--- src/ufn_pkg.sv ---
package ufn_pkg;
    // Command codes on the shared microprocessor bus
    localparam logic [7:0]  UFN_CMD_FRAME_COUNT_RD = 8'h0f;
    localparam logic [7:0]  UFN_CMD_LS_THRESH_RD   = 8'h11;
    localparam logic [7:0]  UFN_CMD_LS_THRESH_WR   = 8'h91;
    // Field layout
    localparam int          UFN_FN_W               = 16;
    localparam int          UFN_LST_W              = 11;
    localparam int          UFN_FR_W               = 14;
    localparam int          UFN_DATA_W             = 32;
    // Reset values
    localparam logic [15:0] UFN_FN_RST             = 16'h0000;
    localparam logic [10:0] UFN_LST_RST            = 11'h628;
    localparam logic [13:0] UFN_FI_RST             = 14'h2edf;
    // One full-speed bit time is 1/12 MHz; clock is 40 MHz
    localparam int          UFN_CLK_HZ             = 40000000;
    localparam int          UFN_BIT_HZ             = 12000000;
    localparam int          UFN_BIT_CYC_MAX        = UFN_CLK_HZ / UFN_BIT_HZ;
    // Bit-time accumulator step: fractional divider keeps mean rate exact
    localparam logic [25:0] UFN_BIT_STEP           = 26'(UFN_BIT_HZ);
    localparam logic [25:0] UFN_BIT_WRAP           = 26'(UFN_CLK_HZ);

    typedef enum logic [1:0] {
        UFN_ST_RESET       = 2'b00,
        UFN_ST_OPERATIONAL = 2'b01,
        UFN_ST_SUSPEND     = 2'b10
    } ufn_hc_state_t;
endpackage

--- src/ufn_tick_if.sv ---
`timescale 1ns/1ps
interface ufn_tick_if;
    logic bit_tick;
    modport src (output bit_tick);
    modport dst (input  bit_tick);
endinterface

--- src/ufn_bit_tick.sv ---
`timescale 1ns/1ps
module ufn_bit_tick
    import ufn_pkg::*;
(
    input  wire logic core_clk_i,
    input  wire logic rst_n_i,
    ufn_tick_if.src   tick
);
    logic [25:0] acc_q;
    logic [26:0] sum;

    // Fractional accumulator: 12 ticks per 40 clocks with no long-term drift
    assign sum           = {1'b0, acc_q} + {1'b0, UFN_BIT_STEP};
    assign tick.bit_tick = (sum >= {1'b0, UFN_BIT_WRAP});

    always_ff @(posedge core_clk_i or negedge rst_n_i) begin
        if (!rst_n_i) begin
            acc_q <= 26'h0000000;
        end else if (tick.bit_tick) begin
            acc_q <= 26'(sum - {1'b0, UFN_BIT_WRAP});
        end else begin
            acc_q <= sum[25:0];
        end
    end
endmodule // ufn_bit_tick

--- src/ufn_frame_timer.sv ---
`timescale 1ns/1ps
// What this block does
// Keep a 16-bit frame count
// Increment frame count on remaining-counter reload
// Frame count wraps from ffff to zero
// Increment automatically on entering running state
// Set frame-begin flag whenever count advances
// Frame count read-only via code 0f
// Software may extend count to 32 bits
// Hold 11-bit low-speed start threshold
// Start low-speed only if remaining >= threshold
// Threshold resets to 1576
// Threshold read code 11, write 91
// Software computes threshold including overhead
// Threshold not altered once established
// Remaining counter decrements per bit, reloads
// Frame length defaults to 11999 bits; here it is taken from frame_length_bits_i, with no default
// Count clears on reset; reserved bits zero
// Writes to reserved threshold bits ignored
module ufn_frame_timer
    import ufn_pkg::*;
(
    input  wire logic                  core_clk_i,
    input  wire logic                  rst_n_i,
    input  wire ufn_pkg::ufn_hc_state_t hc_state_i,
    input  wire logic [13:0]           frame_length_bits_i,
    input  wire logic                  cmd_valid_i,
    input  wire logic [7:0]            cmd_code_i,
    input  wire logic [31:0]           cmd_wdata_i,
    output logic      [31:0]           cmd_rdata_o,
    output logic                       cmd_hit_o,
    input  wire logic                  frame_begin_flag_clr_i,
    output logic                       frame_begin_flag_o,
    output logic      [13:0]           frame_bits_left_o,
    output logic                       frame_tick_o,
    input  wire logic                  ls_req_i,
    output logic                       ls_start_ok_o
);
    import ufn_pkg::*;

    ufn_tick_if    tick_if ();
    ufn_hc_state_t state_prev_q;
    logic [15:0]   frame_count_field_q;
    logic [10:0]   slow_start_limit_q;
    logic [13:0]   frame_bits_left_q;
    logic [31:0]   rdata_q;
    logic          frame_begin_flag_q;
    logic          enter_run;
    logic          reload;
    logic          advance;
    logic          is_run;

    ufn_bit_tick u_bit_tick (
        .core_clk_i (core_clk_i),
        .rst_n_i    (rst_n_i),
        .tick       (tick_if.src)
    );

    assign is_run    = (hc_state_i == UFN_ST_OPERATIONAL);
    assign enter_run = is_run && (state_prev_q != UFN_ST_OPERATIONAL);
    // Reload happens on the bit boundary after the counter sits at zero
    assign reload    = is_run && tick_if.bit_tick && (frame_bits_left_q == 14'h0000);
    assign advance   = enter_run || reload;

    always_ff @(posedge core_clk_i or negedge rst_n_i) begin
        if (!rst_n_i) begin
            state_prev_q <= UFN_ST_RESET;
        end else begin
            state_prev_q <= hc_state_i;
        end
    end

    // Remaining bit times; entering the running state loads the frame length
    always_ff @(posedge core_clk_i or negedge rst_n_i) begin
        if (!rst_n_i) begin
            frame_bits_left_q <= 14'h0000;
        end else if (enter_run || reload) begin
            frame_bits_left_q <= frame_length_bits_i;
        end else if (is_run && tick_if.bit_tick) begin
            frame_bits_left_q <= frame_bits_left_q - 14'h0001;
        end
    end

    always_ff @(posedge core_clk_i or negedge rst_n_i) begin
        if (!rst_n_i) begin
            frame_count_field_q <= UFN_FN_RST;
        end else if (advance) begin
            frame_count_field_q <= frame_count_field_q + 16'h0001;
        end
    end

    // Set wins over a clear arriving in the same cycle
    always_ff @(posedge core_clk_i or negedge rst_n_i) begin
        if (!rst_n_i) begin
            frame_begin_flag_q <= 1'b0;
        end else if (advance) begin
            frame_begin_flag_q <= 1'b1;
        end else if (frame_begin_flag_clr_i) begin
            frame_begin_flag_q <= 1'b0;
        end
    end

    // Only the documented write code reaches the threshold; no hardware path alters it
    always_ff @(posedge core_clk_i or negedge rst_n_i) begin
        if (!rst_n_i) begin
            slow_start_limit_q <= UFN_LST_RST;
        end else if (cmd_valid_i && cmd_code_i == UFN_CMD_LS_THRESH_WR) begin
            slow_start_limit_q <= cmd_wdata_i[UFN_LST_W-1:0];
        end
    end

    always_ff @(posedge core_clk_i or negedge rst_n_i) begin
        if (!rst_n_i) begin
            rdata_q <= 32'h00000000;
        end else if (cmd_valid_i && cmd_code_i == UFN_CMD_FRAME_COUNT_RD) begin
            rdata_q <= {16'h0000, frame_count_field_q};
        end else if (cmd_valid_i && cmd_code_i == UFN_CMD_LS_THRESH_RD) begin
            rdata_q <= {21'h000000, slow_start_limit_q};
        end
    end

    assign cmd_hit_o = cmd_valid_i && (cmd_code_i == UFN_CMD_FRAME_COUNT_RD
                                    || cmd_code_i == UFN_CMD_LS_THRESH_RD
                                    || cmd_code_i == UFN_CMD_LS_THRESH_WR);
    assign cmd_rdata_o        = rdata_q;
    assign frame_begin_flag_o = frame_begin_flag_q;
    assign frame_bits_left_o  = frame_bits_left_q;
    assign frame_tick_o       = advance;
    assign ls_start_ok_o      = ls_req_i && is_run
                                && ({3'b000, slow_start_limit_q} <= frame_bits_left_q);

    // Every advance moves the count by exactly one
    property p_fn_inc;
        @(posedge core_clk_i) disable iff (!rst_n_i)
        advance |=> frame_count_field_q == $past(frame_count_field_q) + 16'h0001;
    endproperty
    a_fn_inc: assert property (p_fn_inc)
        else $error("frame count did not advance");

    // Count is a pure event counter; nothing else may touch it
    property p_fn_hold;
        @(posedge core_clk_i) disable iff (!rst_n_i)
        !advance |=> $stable(frame_count_field_q);
    endproperty
    a_fn_hold: assert property (p_fn_hold)
        else $error("frame count moved without reload");

    // Wrap is checked apart, the increment check hides it in modulo arithmetic
    property p_fn_wrap;
        @(posedge core_clk_i) disable iff (!rst_n_i)
        (advance && frame_count_field_q == 16'hffff) |=> frame_count_field_q == 16'h0000;
    endproperty
    a_fn_wrap: assert property (p_fn_wrap)
        else $error("frame count did not wrap");

    // Entry alone must be enough to move the count
    property p_enter;
        @(posedge core_clk_i) disable iff (!rst_n_i)
        enter_run |=> frame_count_field_q != $past(frame_count_field_q);
    endproperty
    a_enter: assert property (p_enter)
        else $error("no increment on entering running state");

    // Entry also restarts the frame from the full length
    property p_enter_load;
        @(posedge core_clk_i) disable iff (!rst_n_i)
        enter_run |=> frame_bits_left_q == $past(frame_length_bits_i);
    endproperty
    a_enter_load: assert property (p_enter_load)
        else $error("frame length not loaded on entry");

    // Set must win even when software clears in the same cycle
    property p_flag;
        @(posedge core_clk_i) disable iff (!rst_n_i)
        advance |=> frame_begin_flag_q;
    endproperty
    a_flag: assert property (p_flag)
        else $error("frame begin flag not set");

    // A lone clear drops the flag on the next edge
    property p_flag_clr;
        @(posedge core_clk_i) disable iff (!rst_n_i)
        (frame_begin_flag_clr_i && !advance) |=> !frame_begin_flag_q;
    endproperty
    a_flag_clr: assert property (p_flag_clr)
        else $error("frame begin flag not cleared");

    // Sticky: without set or clear the flag keeps its value
    property p_flag_hold;
        @(posedge core_clk_i) disable iff (!rst_n_i)
        (!advance && !frame_begin_flag_clr_i) |=> $stable(frame_begin_flag_q);
    endproperty
    a_flag_hold: assert property (p_flag_hold)
        else $error("frame begin flag changed by itself");

    // Read returns the count as it stood when the code was taken
    property p_rd_fn;
        @(posedge core_clk_i) disable iff (!rst_n_i)
        (cmd_valid_i && cmd_code_i == UFN_CMD_FRAME_COUNT_RD) |=> cmd_rdata_o == {16'h0000, $past(frame_count_field_q)};
    endproperty
    a_rd_fn: assert property (p_rd_fn)
        else $error("frame count read wrong");

    // Upper half of the count word is reserved
    property p_fn_rsvd;
        @(posedge core_clk_i) disable iff (!rst_n_i)
        (cmd_valid_i && cmd_code_i == UFN_CMD_FRAME_COUNT_RD) |=> cmd_rdata_o[31:16] == 16'h0000;
    endproperty
    a_fn_rsvd: assert property (p_fn_rsvd)
        else $error("reserved count bits not zero");

    // Read data holds until the next read code
    property p_rdata_hold;
        @(posedge core_clk_i) disable iff (!rst_n_i)
        !(cmd_valid_i && (cmd_code_i == UFN_CMD_FRAME_COUNT_RD || cmd_code_i == UFN_CMD_LS_THRESH_RD))
            |=> $stable(cmd_rdata_o);
    endproperty
    a_rdata_hold: assert property (p_rdata_hold)
        else $error("read data changed without a read");

    // Unknown codes, including writes to the count, are refused
    property p_hit_unknown;
        @(posedge core_clk_i) disable iff (!rst_n_i)
        (cmd_code_i != UFN_CMD_FRAME_COUNT_RD && cmd_code_i != UFN_CMD_LS_THRESH_RD
            && cmd_code_i != UFN_CMD_LS_THRESH_WR) |-> !cmd_hit_o;
    endproperty
    a_hit_unknown: assert property (p_hit_unknown)
        else $error("unknown code accepted");

    // Both threshold codes are accepted with the strobe
    property p_hit_known;
        @(posedge core_clk_i) disable iff (!rst_n_i)
        (cmd_valid_i && (cmd_code_i == UFN_CMD_LS_THRESH_RD || cmd_code_i == UFN_CMD_LS_THRESH_WR)) |-> cmd_hit_o;
    endproperty
    a_hit_known: assert property (p_hit_known)
        else $error("threshold code not accepted");

    // Write code loads the low eleven bits
    property p_lst_wr;
        @(posedge core_clk_i) disable iff (!rst_n_i)
        (cmd_valid_i && cmd_code_i == UFN_CMD_LS_THRESH_WR) |=> slow_start_limit_q == $past(cmd_wdata_i[10:0]);
    endproperty
    a_lst_wr: assert property (p_lst_wr)
        else $error("threshold write not taken");

    // Threshold read returns the stored value
    property p_rd_lst;
        @(posedge core_clk_i) disable iff (!rst_n_i)
        (cmd_valid_i && cmd_code_i == UFN_CMD_LS_THRESH_RD) |=> cmd_rdata_o[10:0] == $past(slow_start_limit_q);
    endproperty
    a_rd_lst: assert property (p_rd_lst)
        else $error("threshold read wrong");

    // Too little frame left: no low-speed start
    property p_ls_cmp;
        @(posedge core_clk_i) disable iff (!rst_n_i)
        (ls_req_i && is_run && frame_bits_left_q < {3'b000, slow_start_limit_q}) |-> !ls_start_ok_o;
    endproperty
    a_ls_cmp: assert property (p_ls_cmp)
        else $error("low-speed start past threshold");

    // Equal counts as enough; an off-by-one here would waste the last slot
    property p_ls_ok;
        @(posedge core_clk_i) disable iff (!rst_n_i)
        (ls_req_i && is_run && frame_bits_left_q >= {3'b000, slow_start_limit_q}) |-> ls_start_ok_o;
    endproperty
    a_ls_ok: assert property (p_ls_ok)
        else $error("low-speed start refused with time left");

    // Outside the running state nothing may be started
    property p_ls_off;
        @(posedge core_clk_i) disable iff (!rst_n_i)
        !is_run |-> !ls_start_ok_o;
    endproperty
    a_ls_off: assert property (p_ls_off)
        else $error("low-speed start while not running");

    // Only the write code may alter the threshold
    property p_lst_keep;
        @(posedge core_clk_i) disable iff (!rst_n_i)
        !(cmd_valid_i && cmd_code_i == UFN_CMD_LS_THRESH_WR) |=> $stable(slow_start_limit_q);
    endproperty
    a_lst_keep: assert property (p_lst_keep)
        else $error("threshold changed without write");

    // One step down per bit time inside a frame
    property p_fr_dec;
        @(posedge core_clk_i) disable iff (!rst_n_i)
        (is_run && !enter_run && tick_if.bit_tick && frame_bits_left_q != 14'h0000) |=>
            frame_bits_left_q == $past(frame_bits_left_q) - 14'h0001;
    endproperty
    a_fr_dec: assert property (p_fr_dec)
        else $error("remaining count did not decrement");

    // Zero is held for one bit time, then the full length comes back
    property p_reload;
        @(posedge core_clk_i) disable iff (!rst_n_i)
        reload |=> frame_bits_left_q == $past(frame_length_bits_i);
    endproperty
    a_reload: assert property (p_reload)
        else $error("remaining count not reloaded");

    // Counter freezes outside the running state
    property p_fr_hold;
        @(posedge core_clk_i) disable iff (!rst_n_i)
        !is_run |=> $stable(frame_bits_left_q);
    endproperty
    a_fr_hold: assert property (p_fr_hold)
        else $error("remaining count moved while halted");

    // Reserved threshold bits never leak back out
    property p_lst_rd;
        @(posedge core_clk_i) disable iff (!rst_n_i)
        (cmd_valid_i && cmd_code_i == UFN_CMD_LS_THRESH_RD) |=> cmd_rdata_o[31:11] == 21'h000000;
    endproperty
    a_lst_rd: assert property (p_lst_rd)
        else $error("reserved threshold bits not zero");
endmodule // ufn_frame_timer

--- config.mk ---
export PLATFORM = sky130hd
export DESIGN_NAME = ufn_frame_timer
export DESIGN_NICKNAME = d
export VERILOG_FILES = /design/src/ufn_pkg.sv /design/src/ufn_tick_if.sv /design/src/ufn_bit_tick.sv /design/src/ufn_frame_timer.sv
export SDC_FILE = /design/constraint.sdc
export NUM_CORES = 1
export LEC_CHECK = 0
export ABC_AREA = 1
export BUFFER_PORTS_ARGS = -buffer_cell sky130_fd_sc_hd__buf_2
export CORE_UTILIZATION = 56
export DETAILED_ROUTE_END_ITERATION = 16
export GPL_TIMING_DRIVEN = 0
export PLACE_DENSITY = 0.9
export SLEW_MARGIN = 20
export SYNTH_ARGS = -nofsm -noshare
export SYNTH_HDL_FRONTEND = slang
export SYNTH_SLANG_ARGS = --single-unit
--- constraint.sdc ---
create_clock -name core_clk_i -period 3 [get_ports core_clk_i]
set_clock_uncertainty 0.05 [all_clocks]
set_input_delay 0.3 -clock core_clk_i [delete_from_list [all_inputs] [get_ports core_clk_i]]
set_output_delay 0.3 -clock core_clk_i [all_outputs]
set_load 0.1 [all_outputs]
==> metrics.cfg, run 1 <==
[outcome]
status = complete, no violations

[global_route]
grt_usage_pct = 27.79
use_met2_pct = 48.12
grt_pass1_wl_microns = 22050
antenna_found_initial = 0
met3_usage_pct = 4.039
grt_pass1_vias = 4890
grt_overflow_total = 0
globalRouteMet1Util_pct = 35.82
grt_max_degree = 46
grt_most_used_layer = met2

[clock_tree]
clock-root-buffer = clkbuf_8
clk_pin_slew_ns = 0.09
cts_max_level = 3
cts_max_path_buffers = 2
clock-sinks = 78
numCtsBuffers = 9
cts_tree = yes
clock_latency_ns = 0.35

[place]
hpwlAfterDp_microns = 9884
gp_congestion = 0.9988
portBuffers = 73
placed_area_sq_um = 6006

[setup_path]
cp.arrival_ns = 2.56
r2r-end = u_bit_tick.acc_q[17]
r2r_start = u_bit_tick.acc_q[8]
crit_type = reg -> out
end_kind = output pin
startpoint = u_bit_tick.acc_q[8]
startpoint_type = flop
crit_path_end = frame_tick_o
required_ns = 2.65
crit_fanout = 4
worst_r2r_path_depth = 20
r2r_slack_ns = 0.34

[cells_and_area]
n_antenna_cell = 0
ff_latch_area_sq_um = 1979
nets = 938
area_growth_pct = 23.68
final_common_cell = nand2_1
multiInputGateArea_sq_um = 3072
fill_cells = 690
design_area_sq_um = 6626
drive_gt1_share_pct = 26.56
layout_common_cells = 215 x nand2_1, 84 x inv_1, 72 x buf_2

[logic_synthesis]
yosys_warnings = 0
synth_area_sq_um = 5358
synthFlopType = dfrtp_1
synth-seq-cells = 78
synth_edf_count = 0
ys_async_sr_fraction_pct = 100.0
synthCells = 742
syn_avg_cell_area_sq_um = 7.221
seq_area_frac_synth_pct = 36.52
synth_cell_type_count = 37

[sta]
period_share_pct = 97.16
slew_headroom_pct = 56.29
slew_viol_final = 0
hold_viol_final = 0
worst_pin_slew_ns = 0.6533
setup_viol_count_final = 0
finalSetupTns_ns = 0
layout_min_cycle_time_ns = 2.915
clock.fmax_mhz = 343.1

[routing]
drtAntennaViolNets = 0
vias_per_cell = 5.416
drc_errors = 0
drtPass1Iterations = 5
vias = 5389
wl_microns = 13860
post_drt_wl_per_cell_microns = 13.93
drtIter0Drc = 318

[power_and_ir_drop]
p_per_area_nw_per_um2 = 442.0
power_leakage_nw = 3.666
peakVddDrop_uv = 361.1

[floorplanning]
die-area_sq_um = 9962
die_width_microns = 99.81
io_pins = 111
die-height_microns = 99.81
rows = 35
start_util_pct = 57.98
core_area_sq_um = 9240

[hold_path]
min_path_type = in -> reg

[flow_run]
drv_cap = 0

what timing repair did:
| action | in CTS | in global routing |
|---|---|---|
| hold buffers | 2 | 0 |
| setup endpoints to repair | 2 | 2 |
| hold endpoints to repair | 30 | 0 |
| buffers inserted | 10 | 8 |
| pin swaps | 8 | 14 |
| gates resized for setup | 31 | 43 |
cell families (layout without fill, tap and decap cells):
family | Yosys count | in the layout | synth area share (%)
adder cells (fa/ha/maj) | 16 | 16 | 3.737
buffers and inverters | 136 | 245 | 11.35
AO/OA/AOI/OAI | 58 | 58 | 6.212
AND/OR/NAND/NOR | 403 | 403 | 33.47
other | 1 | 16 | 0.06999
XOR/XNOR | 40 | 40 | 6.539
multiplexers | 10 | 10 | 2.102
flip-flops | 78 | 78 | 36.53
per-stage QoR:
step                      instances  hold WS, ns  power (mW)  setup slack (ns)  util (%)
final                           995      0.06196       2.929           0.08533     71.71
after global routing            995      0.04754       3.055          -0.06046     71.71
after CTS                       988      0.05158       2.914         0.0002431     69.72
after detailed placement        960       0.2280       2.022           -0.4207     65.00
after global placement          959       0.3756       1.997           -0.3056     64.67
after floorplan                 757     -0.04559       1.841          0.004402         -
registers in the layout, indices dropped and copies added (netlist names):
| name | count |
|---|---|
| frame_bits_left_o | 14 |
| frame_begin_flag_o | 1 |
| frame_count_field_q | 16 |
| slow_start_limit_q | 11 |
| cmd_rdata_o | 16 |
| u_bit_tick.acc_q | 18 |
| state_prev_q | 2 |
how the worst min path moves through the flow:
| stage | startpoint | end | slack [ns] | depth (start not counted) |
|---|---|---|---|---|
| 3_3_place_gp | hc_state_i[0] | state_prev_q[0] | 0.38 | 1 |
| 3_5_place_dp | rst_n_i | cmd_rdata_o[14] | 0.23 | 1 |
| 6_report | hc_state_i[1] | state_prev_q[1] | 0.06 | 1 |
| 2_1_floorplan | rst_n_i | cmd_rdata_o[0] | -0.05 | 0 |
| 4_1_cts | hc_state_i[1] | state_prev_q[1] | 0.05 | 1 |
| 5_1_grt | hc_state_i[1] | state_prev_q[1] | 0.05 | 1 |
metal layers:
layer / part of all wire (%) / wire, microns / up-vias
li1: - / - / 2586
met1: 41 / 5742 / 2568
met2: 51 / 7092 / 192
met3: 4.8 / 668 / 43
met4: 2.6 / 356 / 0
met5: 0 / 0 / -
layout make-up:
type                    instances  area share [%]
plain buffers                  35           3.380
clock buffers                  12           2.341
clock inverters                 4           1.057
inverters                     100           5.797
multi-input cells             543           46.36
flip-flops and latches         78           29.87
well taps                     129           2.436
repair buffers                 94           8.761
cells in the mapped netlist, types with 2 or more instances:
cell type	instances	area share (%)
o21ai_0	23	2.1
nor4_1	5	0.58
buf_2	3	0.28
nand3_2	3	0.56
inv_1	93	6.5
nor2_2	2	0.23
dfstp_2	4	2.0
buf_6	3	0.63
o211ai_1	10	1.4
buf_4	19	2.7
a21boi_0	2	0.28
or2_2	3	0.35
nor2_1	46	3.2
nand2_1	228	16
xnor2_1	7	1.1
nor3_1	8	0.75
xor2_1	33	5.4
a31oi_1	2	0.23
inv_2	7	0.49
nand4_1	27	3.2
nand3_1	64	6.0
ha_1	16	3.7
a21oi_1	16	1.5
nand2_2	9	1.1
o21ai_1	2	0.19
clkbuf_1	11	0.77
nor2_4	3	0.63
mux2_2	10	2.1
dfrtp_1	74	35
a21oi_2	2	0.33
where the power goes:
group,switching (mW),internal (mW),total [mW]
clock,0.381,0.512,0.893
combinational,0.634,0.189,0.823
sequential,0.0840,1.13,1.21
total,1.10,1.83,2.93
worst max-delay path, stage by stage (launching register included):
cell,delay [ns]
dfrtp_1,0.40
inv_2,0.09
ha_4,0.18
inv_4,0.05
nand2_4,0.07
nand2_4,0.07
nand2_4,0.09
nand2_1,0.10
a21oi_2,0.20
nand3_2,0.14
nor2_2,0.18
nand3_2,0.13
nand4_4,0.11
nand3_4,0.10
clkinvlp_4,0.14
buf_12,0.17
(Power assumes the default switching activity.)
==> run 2: changes to the inputs <==
==> constraint.sdc (replaced) <==
create_clock -name core_clk_i -period 2.9 [get_ports core_clk_i]
set_clock_uncertainty 0.05 [all_clocks]
set_input_delay 0.29 -clock core_clk_i [delete_from_list [all_inputs] [get_ports core_clk_i]]
set_output_delay 0.29 -clock core_clk_i [all_outputs]
set_load 0.1 [all_outputs]
==> metrics.cfg, run 2 (synthesis results as in run 1) <==
[outcome]
violations = negative setup slack
status = finished with violations

[power_and_ir_drop]
total_power_mw = 3.190
power_leakage_nw = 3.812
peakVddDrop_uv = 468.3
p_per_area_nw_per_um2 = 465.6

[sta]
layout_min_cycle_time_ns = 3.044
slew_viol_final = 0
worst_pin_slew_ns = 0.6295
clock.fmax_mhz = 328.6
timing.final.ws_setup_ns = -0.1435
slew_headroom_pct = 57.88
setup_viol_count_final = 1
grt_setup_unrepaired = true
period_share_pct = 104.9
whs_ns = 0.03210
hold_viol_final = 0
finalSetupTns_ns = -0.1435

[place]
hpwlAfterDp_microns = 9728
dp.cells = 960
gp_congestion = 0.9587
dp_slack_ns = -0.4563
portBuffers = 73

[clock_tree]
numCtsBuffers = 9
cts_max_path_buffers = 2
clock-root-buffer = clkbuf_8
cts_tree = yes
clock_latency_ns = 0.38
clk_pin_slew_ns = 0.08
cts_max_level = 3
clock-sinks = 78

[global_route]
grt_pass1_vias = 5389
grt_max_degree = 47
grt_overflow_total = 0
antenna_found_initial = 0
grt_pass1_wl_microns = 24750
grt_usage_pct = 32.01

[routing]
post_drt_wl_per_cell_microns = 15.56
vias = 5666
drc_errors = 0
drtIter0Drc = 542
drtAntennaViolNets = 0
vias_per_cell = 5.560
drtPass1Iterations = 5
wl_microns = 15850

[setup_path]
startpoint = u_bit_tick.acc_q[9]
crit_chain = inv_2 -> ha_4 -> inv_4 -> nand2_4 -> nand2_4 -> nand2_4 -> nand2_4 -> nand2_1 -> nand2_1 -> nand2_2 -> nand2_2 -> nand2_2 -> nand2_1 -> nand2_1 -> a21oi_2 -> nand4_4 -> nand3_4 -> clkinvlp_4 -> buf_12
startpoint_type = flop
max_stage_delay_ns = 0.39
crit_path_end = frame_tick_o
cp.arrival_ns = 2.70
r2r-end = u_bit_tick.acc_q[11]
required_ns = 2.56
crit_fanout = 4
cpMaxStageDelayCell = dfrtp_1
end_kind = output pin
crit_type = reg -> out
r2r_slack_ns = 0.08
r2r_start = u_bit_tick.acc_q[9]
worst_r2r_path_depth = 20

[cells_and_area]
ff_latch_area_sq_um = 1989
layout_common_cells = 219 x nand2_1, 84 x inv_1, 71 x buf_2
n_antenna_cell = 0
final_cells = 1019
fill_cells = 629
area_growth_pct = 27.88
final_common_cell = nand2_1
drive_gt1_share_pct = 28.20
largest_reg_flops = 18
multiInputGateArea_sq_um = 3062
largest_register = u_bit_tick.acc_q
nets = 963

[floorplanning]
core_area_sq_um = 9240
die-height_microns = 99.81
die-area_sq_um = 9962
rows = 35
start_util_pct = 57.98
die_width_microns = 99.81
io_pins = 111

[flow_run]
drv_cap = 0

[hold_path]
min_path_type = in -> reg
holdCritStartpoint = hc_state_i[1]

-- run 2: changes by cell type in the layout (fill, tap and decap cells not counted), sizes merged --
cell,delta
clkbuf,-3
buf,+25
clkinv,-2
clkinvlp,+2
bufinv,+2
-- run 2: worst min path at each step --
| stage | endpoint | cells past startpoint |
|---|---|---|
| after floorplan | cmd_rdata_o[0] | 0 |
| after global placement | state_prev_q[0] | 1 |
| after detailed placement | frame_begin_flag_o | 1 |
| after CTS | state_prev_q[1] | 1 |
| after global routing | state_prev_q[1] | 1 |
| final | state_prev_q[1] | 1 |
-- run 2: layout make-up --
type	instances	area share [%]
Multi-Input combinational cell	543	44.69
Clock inverter	6	1.972
Sequential cell	78	29.04
Inverter	100	5.570
Timing Repair Buffer	119	11.21
Clock buffer	9	1.808
Buffer	35	3.360
Tap cell	129	2.356
-- run 2: per-layer routing --
metal  vias to the layer above  track usage [%]  wire length [microns]
met1                      2640            37.45                   5860
li1                       2624                -                      -
met3                        83            4.666                   1161
met4                         0            20.25                    797
met5                         -                0                      0
met2                       319            55.33                   8033
-- run 2: stage by stage --
stage,utilization (%),area (sq um)
after floorplan,-,5460
after global placement,64.79,5987
after detailed placement,65.12,6017
after CTS,72.97,6743
after global routing,74.15,6852
final,74.15,6852
-- run 2: where the power goes --
part	internal, mW	switching, mW
combinational	0.192	0.654
clock	0.654	0.434
sequential	1.17	0.0842
total	2.02	1.17
-- run 2: repair_timing --
| action | in CTS | in global routing |
|---|---|---|
| resized for setup | 35 | 31 |
| setup endpoints to repair | 8 | 8 |
| endpoints found under the hold margin | 29 | 0 |
| gates cloned | 0 | 0 |
| pin swaps | 15 | 15 |
| hold buffers | 2 | 0 |
| setup buffers | 43 | 5 |
-- run 2: worst max-delay path: cells and delay by family (launching register included) --
| kind | cells | cell delay [ns] |
|---|---|---|
| simple gates | 13 | 1.13 |
| buf+inv | 4 | 0.41 |
| fa+ha+maj | 1 | 0.18 |
| flops | 1 | 0.39 |
| compound gates | 1 | 0.20 |
==> run 3: changes to the inputs <==
--- a/config.mk
+++ b/config.mk
@@ -7,10 +7,11 @@
 export LEC_CHECK = 0
 export ABC_AREA = 1
 export BUFFER_PORTS_ARGS = -buffer_cell sky130_fd_sc_hd__buf_2
-export CORE_UTILIZATION = 56
+export CORE_UTILIZATION = 49
 export DETAILED_ROUTE_END_ITERATION = 16
 export GPL_TIMING_DRIVEN = 0
-export PLACE_DENSITY = 0.9
+export PLACE_DENSITY = 0.82
+export SKIP_LAST_GASP = 1
 export SLEW_MARGIN = 20
 export SYNTH_ARGS = -nofsm -noshare
 export SYNTH_HDL_FRONTEND = slang
==> metrics.cfg, run 3 (synthesis results as in run 1) <==
[global_route]
grt_overflow_total = 0
grt_pass1_wl_microns = 22550
antenna_found_initial = 0
grt_pass1_vias = 4980
grt_max_degree = 47
grt_usage_pct = 24.83

[cells_and_area]
design_area_sq_um = 6676
n_antenna_cell = 0
largest_register = u_bit_tick.acc_q
drive_gt1_share_pct = 26.60
fill_cells = 917
final_common_cell = nand2_1
nets = 948
largest_reg_flops = 18
layout_common_cells = 219 x nand2_1, 85 x inv_1, 72 x buf_2
area_growth_pct = 24.61

[sta]
layout_min_cycle_time_ns = 2.906
period_share_pct = 100.2
hold_viol_final = 0
setup_viol_count_final = 1
worst_pin_slew_ns = 0.5539
slew_headroom_pct = 62.94
grt_setup_unrepaired = true
clock.fmax_mhz = 344.1
slew_viol_final = 0
timing.final.ws_setup_ns = -0.005786

[place]
dp_slack_ns = -0.4059
placed_area_sq_um = 6026
hpwlAfterDp_microns = 9667
gp_congestion = 0.9639
portBuffers = 73

[routing]
drc_errors = 0
drtAntennaViolNets = 0
wl_microns = 13360
vias = 5158
drtIter0Drc = 327
drtPass1Iterations = 6
post_drt_wl_per_cell_microns = 13.20
vias_per_cell = 5.097

[clock_tree]
clock_latency_ns = 0.35
cts_max_path_buffers = 2
clock-sinks = 78
cts_max_level = 3
clock-root-buffer = clkbuf_8
cts_tree = yes
clk_pin_slew_ns = 0.08
numCtsBuffers = 9

[setup_path]
startpoint_type = flop
crit_type = reg -> out
cp.arrival_ns = 2.57
crit_fanout = 4
r2r_slack_ns = 0.11
required_ns = 2.56
end_kind = output pin

[outcome]
violations = negative setup slack
status = finished with violations

[flow_run]
drv_cap = 0

[power_and_ir_drop]
peakVddDrop_uv = 351.5
power_leakage_nw = 3.699
p_switching_mw = 1.110
sw_frac_of_total_pct = 37.25
power_frac_seq_pct = 42.0
clkPwrFrac_pct = 29.9
p_per_area_nw_per_um2 = 446.4
internal-power_mw = 1.870
power_frac_comb_pct = 28.0

[floorplanning]
die_width_microns = 106.6
io_pins = 111
die-area_sq_um = 11360
rows = 37
die-height_microns = 106.6
start_util_pct = 51.21
core_area_sq_um = 10460

[hold_path]
min_path_type = in -> reg

-- run 3: repair_timing --
action | in CTS | in global routing
gates cloned | 0 | 0
hold endpoints to repair | 30 | 0
gates resized for setup | 40 | 22
pin swaps | 14 | 15
setup endpoints to repair | 2 | 3
buffers inserted | 26 | 4
hold buffers | 2 | 0
-- run 3: layout make-up --
cell class | instances | area [sq um] | share of cell area (%)
well taps | 136 | 170.2 | 2.549
clock buffers | 12 | 145.1 | 2.174
plain buffers | 35 | 224.0 | 3.355
repair buffers | 104 | 655.6 | 9.820
clock inverters | 4 | 70.07 | 1.049
flip-flops and latches | 78 | 1991 | 29.82
multi-input cells | 543 | 3037 | 45.48
inverters | 100 | 384.1 | 5.753
-- run 3: worst max-delay path: stages, from the launching register on --
cell        delay (ns)
dfrtp_1           0.40
inv_2             0.09
ha_4              0.18
inv_4             0.05
nand2_4           0.07
nand2_4           0.07
nand2_4           0.10
nand2_4           0.06
nand2_1           0.10
nand3_2           0.10
nand2_4           0.11
nand2_4           0.07
nand2_1           0.06
nand2_1           0.06
a21oi_2           0.17
nand4_4           0.14
nand3_4           0.12
clkinvlp_4        0.11
buf_12            0.17
-- run 3: through the flow --
stage	util, %	power, mW	setup TNS, ns	std cells	hold WS, ns
floorplan	-	1.912	0	757	-0.05559
global placement	57.31	2.070	-0.3592	966	0.3671
detailed placement	57.59	2.087	-0.4059	967	0.2184
CTS	63.04	2.986	-0.04887	1011	0.03717
global route	63.81	3.113	-0.1735	1012	0.04889
finish	63.81	2.980	-0.005786	1012	0.05477
-- run 3: per-layer routing --
metal | GRT usage (%) | part of all wire (%)
met1 | 30.67 | 43
met2 | 43.18 | 51
met3 | 3.679 | 4.1
met4 | 10.18 | 2.4
met5 | 0 | 0
-- run 3: final timing paths --
kind | from | endpoint | cells after the start
max in group asynchronous | rst_n_i | slow_start_limit_q[9] | 3
worst min-delay path | hc_state_i[1] | state_prev_q[1] | 1
worst max-delay path | u_bit_tick.acc_q[8] | frame_tick_o | 18
worst max register to register | u_bit_tick.acc_q[8] | u_bit_tick.acc_q[11] | 20
worst min register to register | frame_count_field_q[13] | frame_count_field_q[13] | 2
min in group asynchronous | rst_n_i | slow_start_limit_q[8] | 2
-- run 3: power groups by stage --
stage | Clock, mW | Sequential, mW | Combinational [mW]
detailed placement | 0 | 1.27 | 0.817
CTS | 0.905 | 1.25 | 0.832
finish | 0.892 | 1.25 | 0.835
global placement | 0 | 1.27 | 0.802
floorplan | 0 | 1.55 | 0.366
global route | 0.954 | 1.26 | 0.897
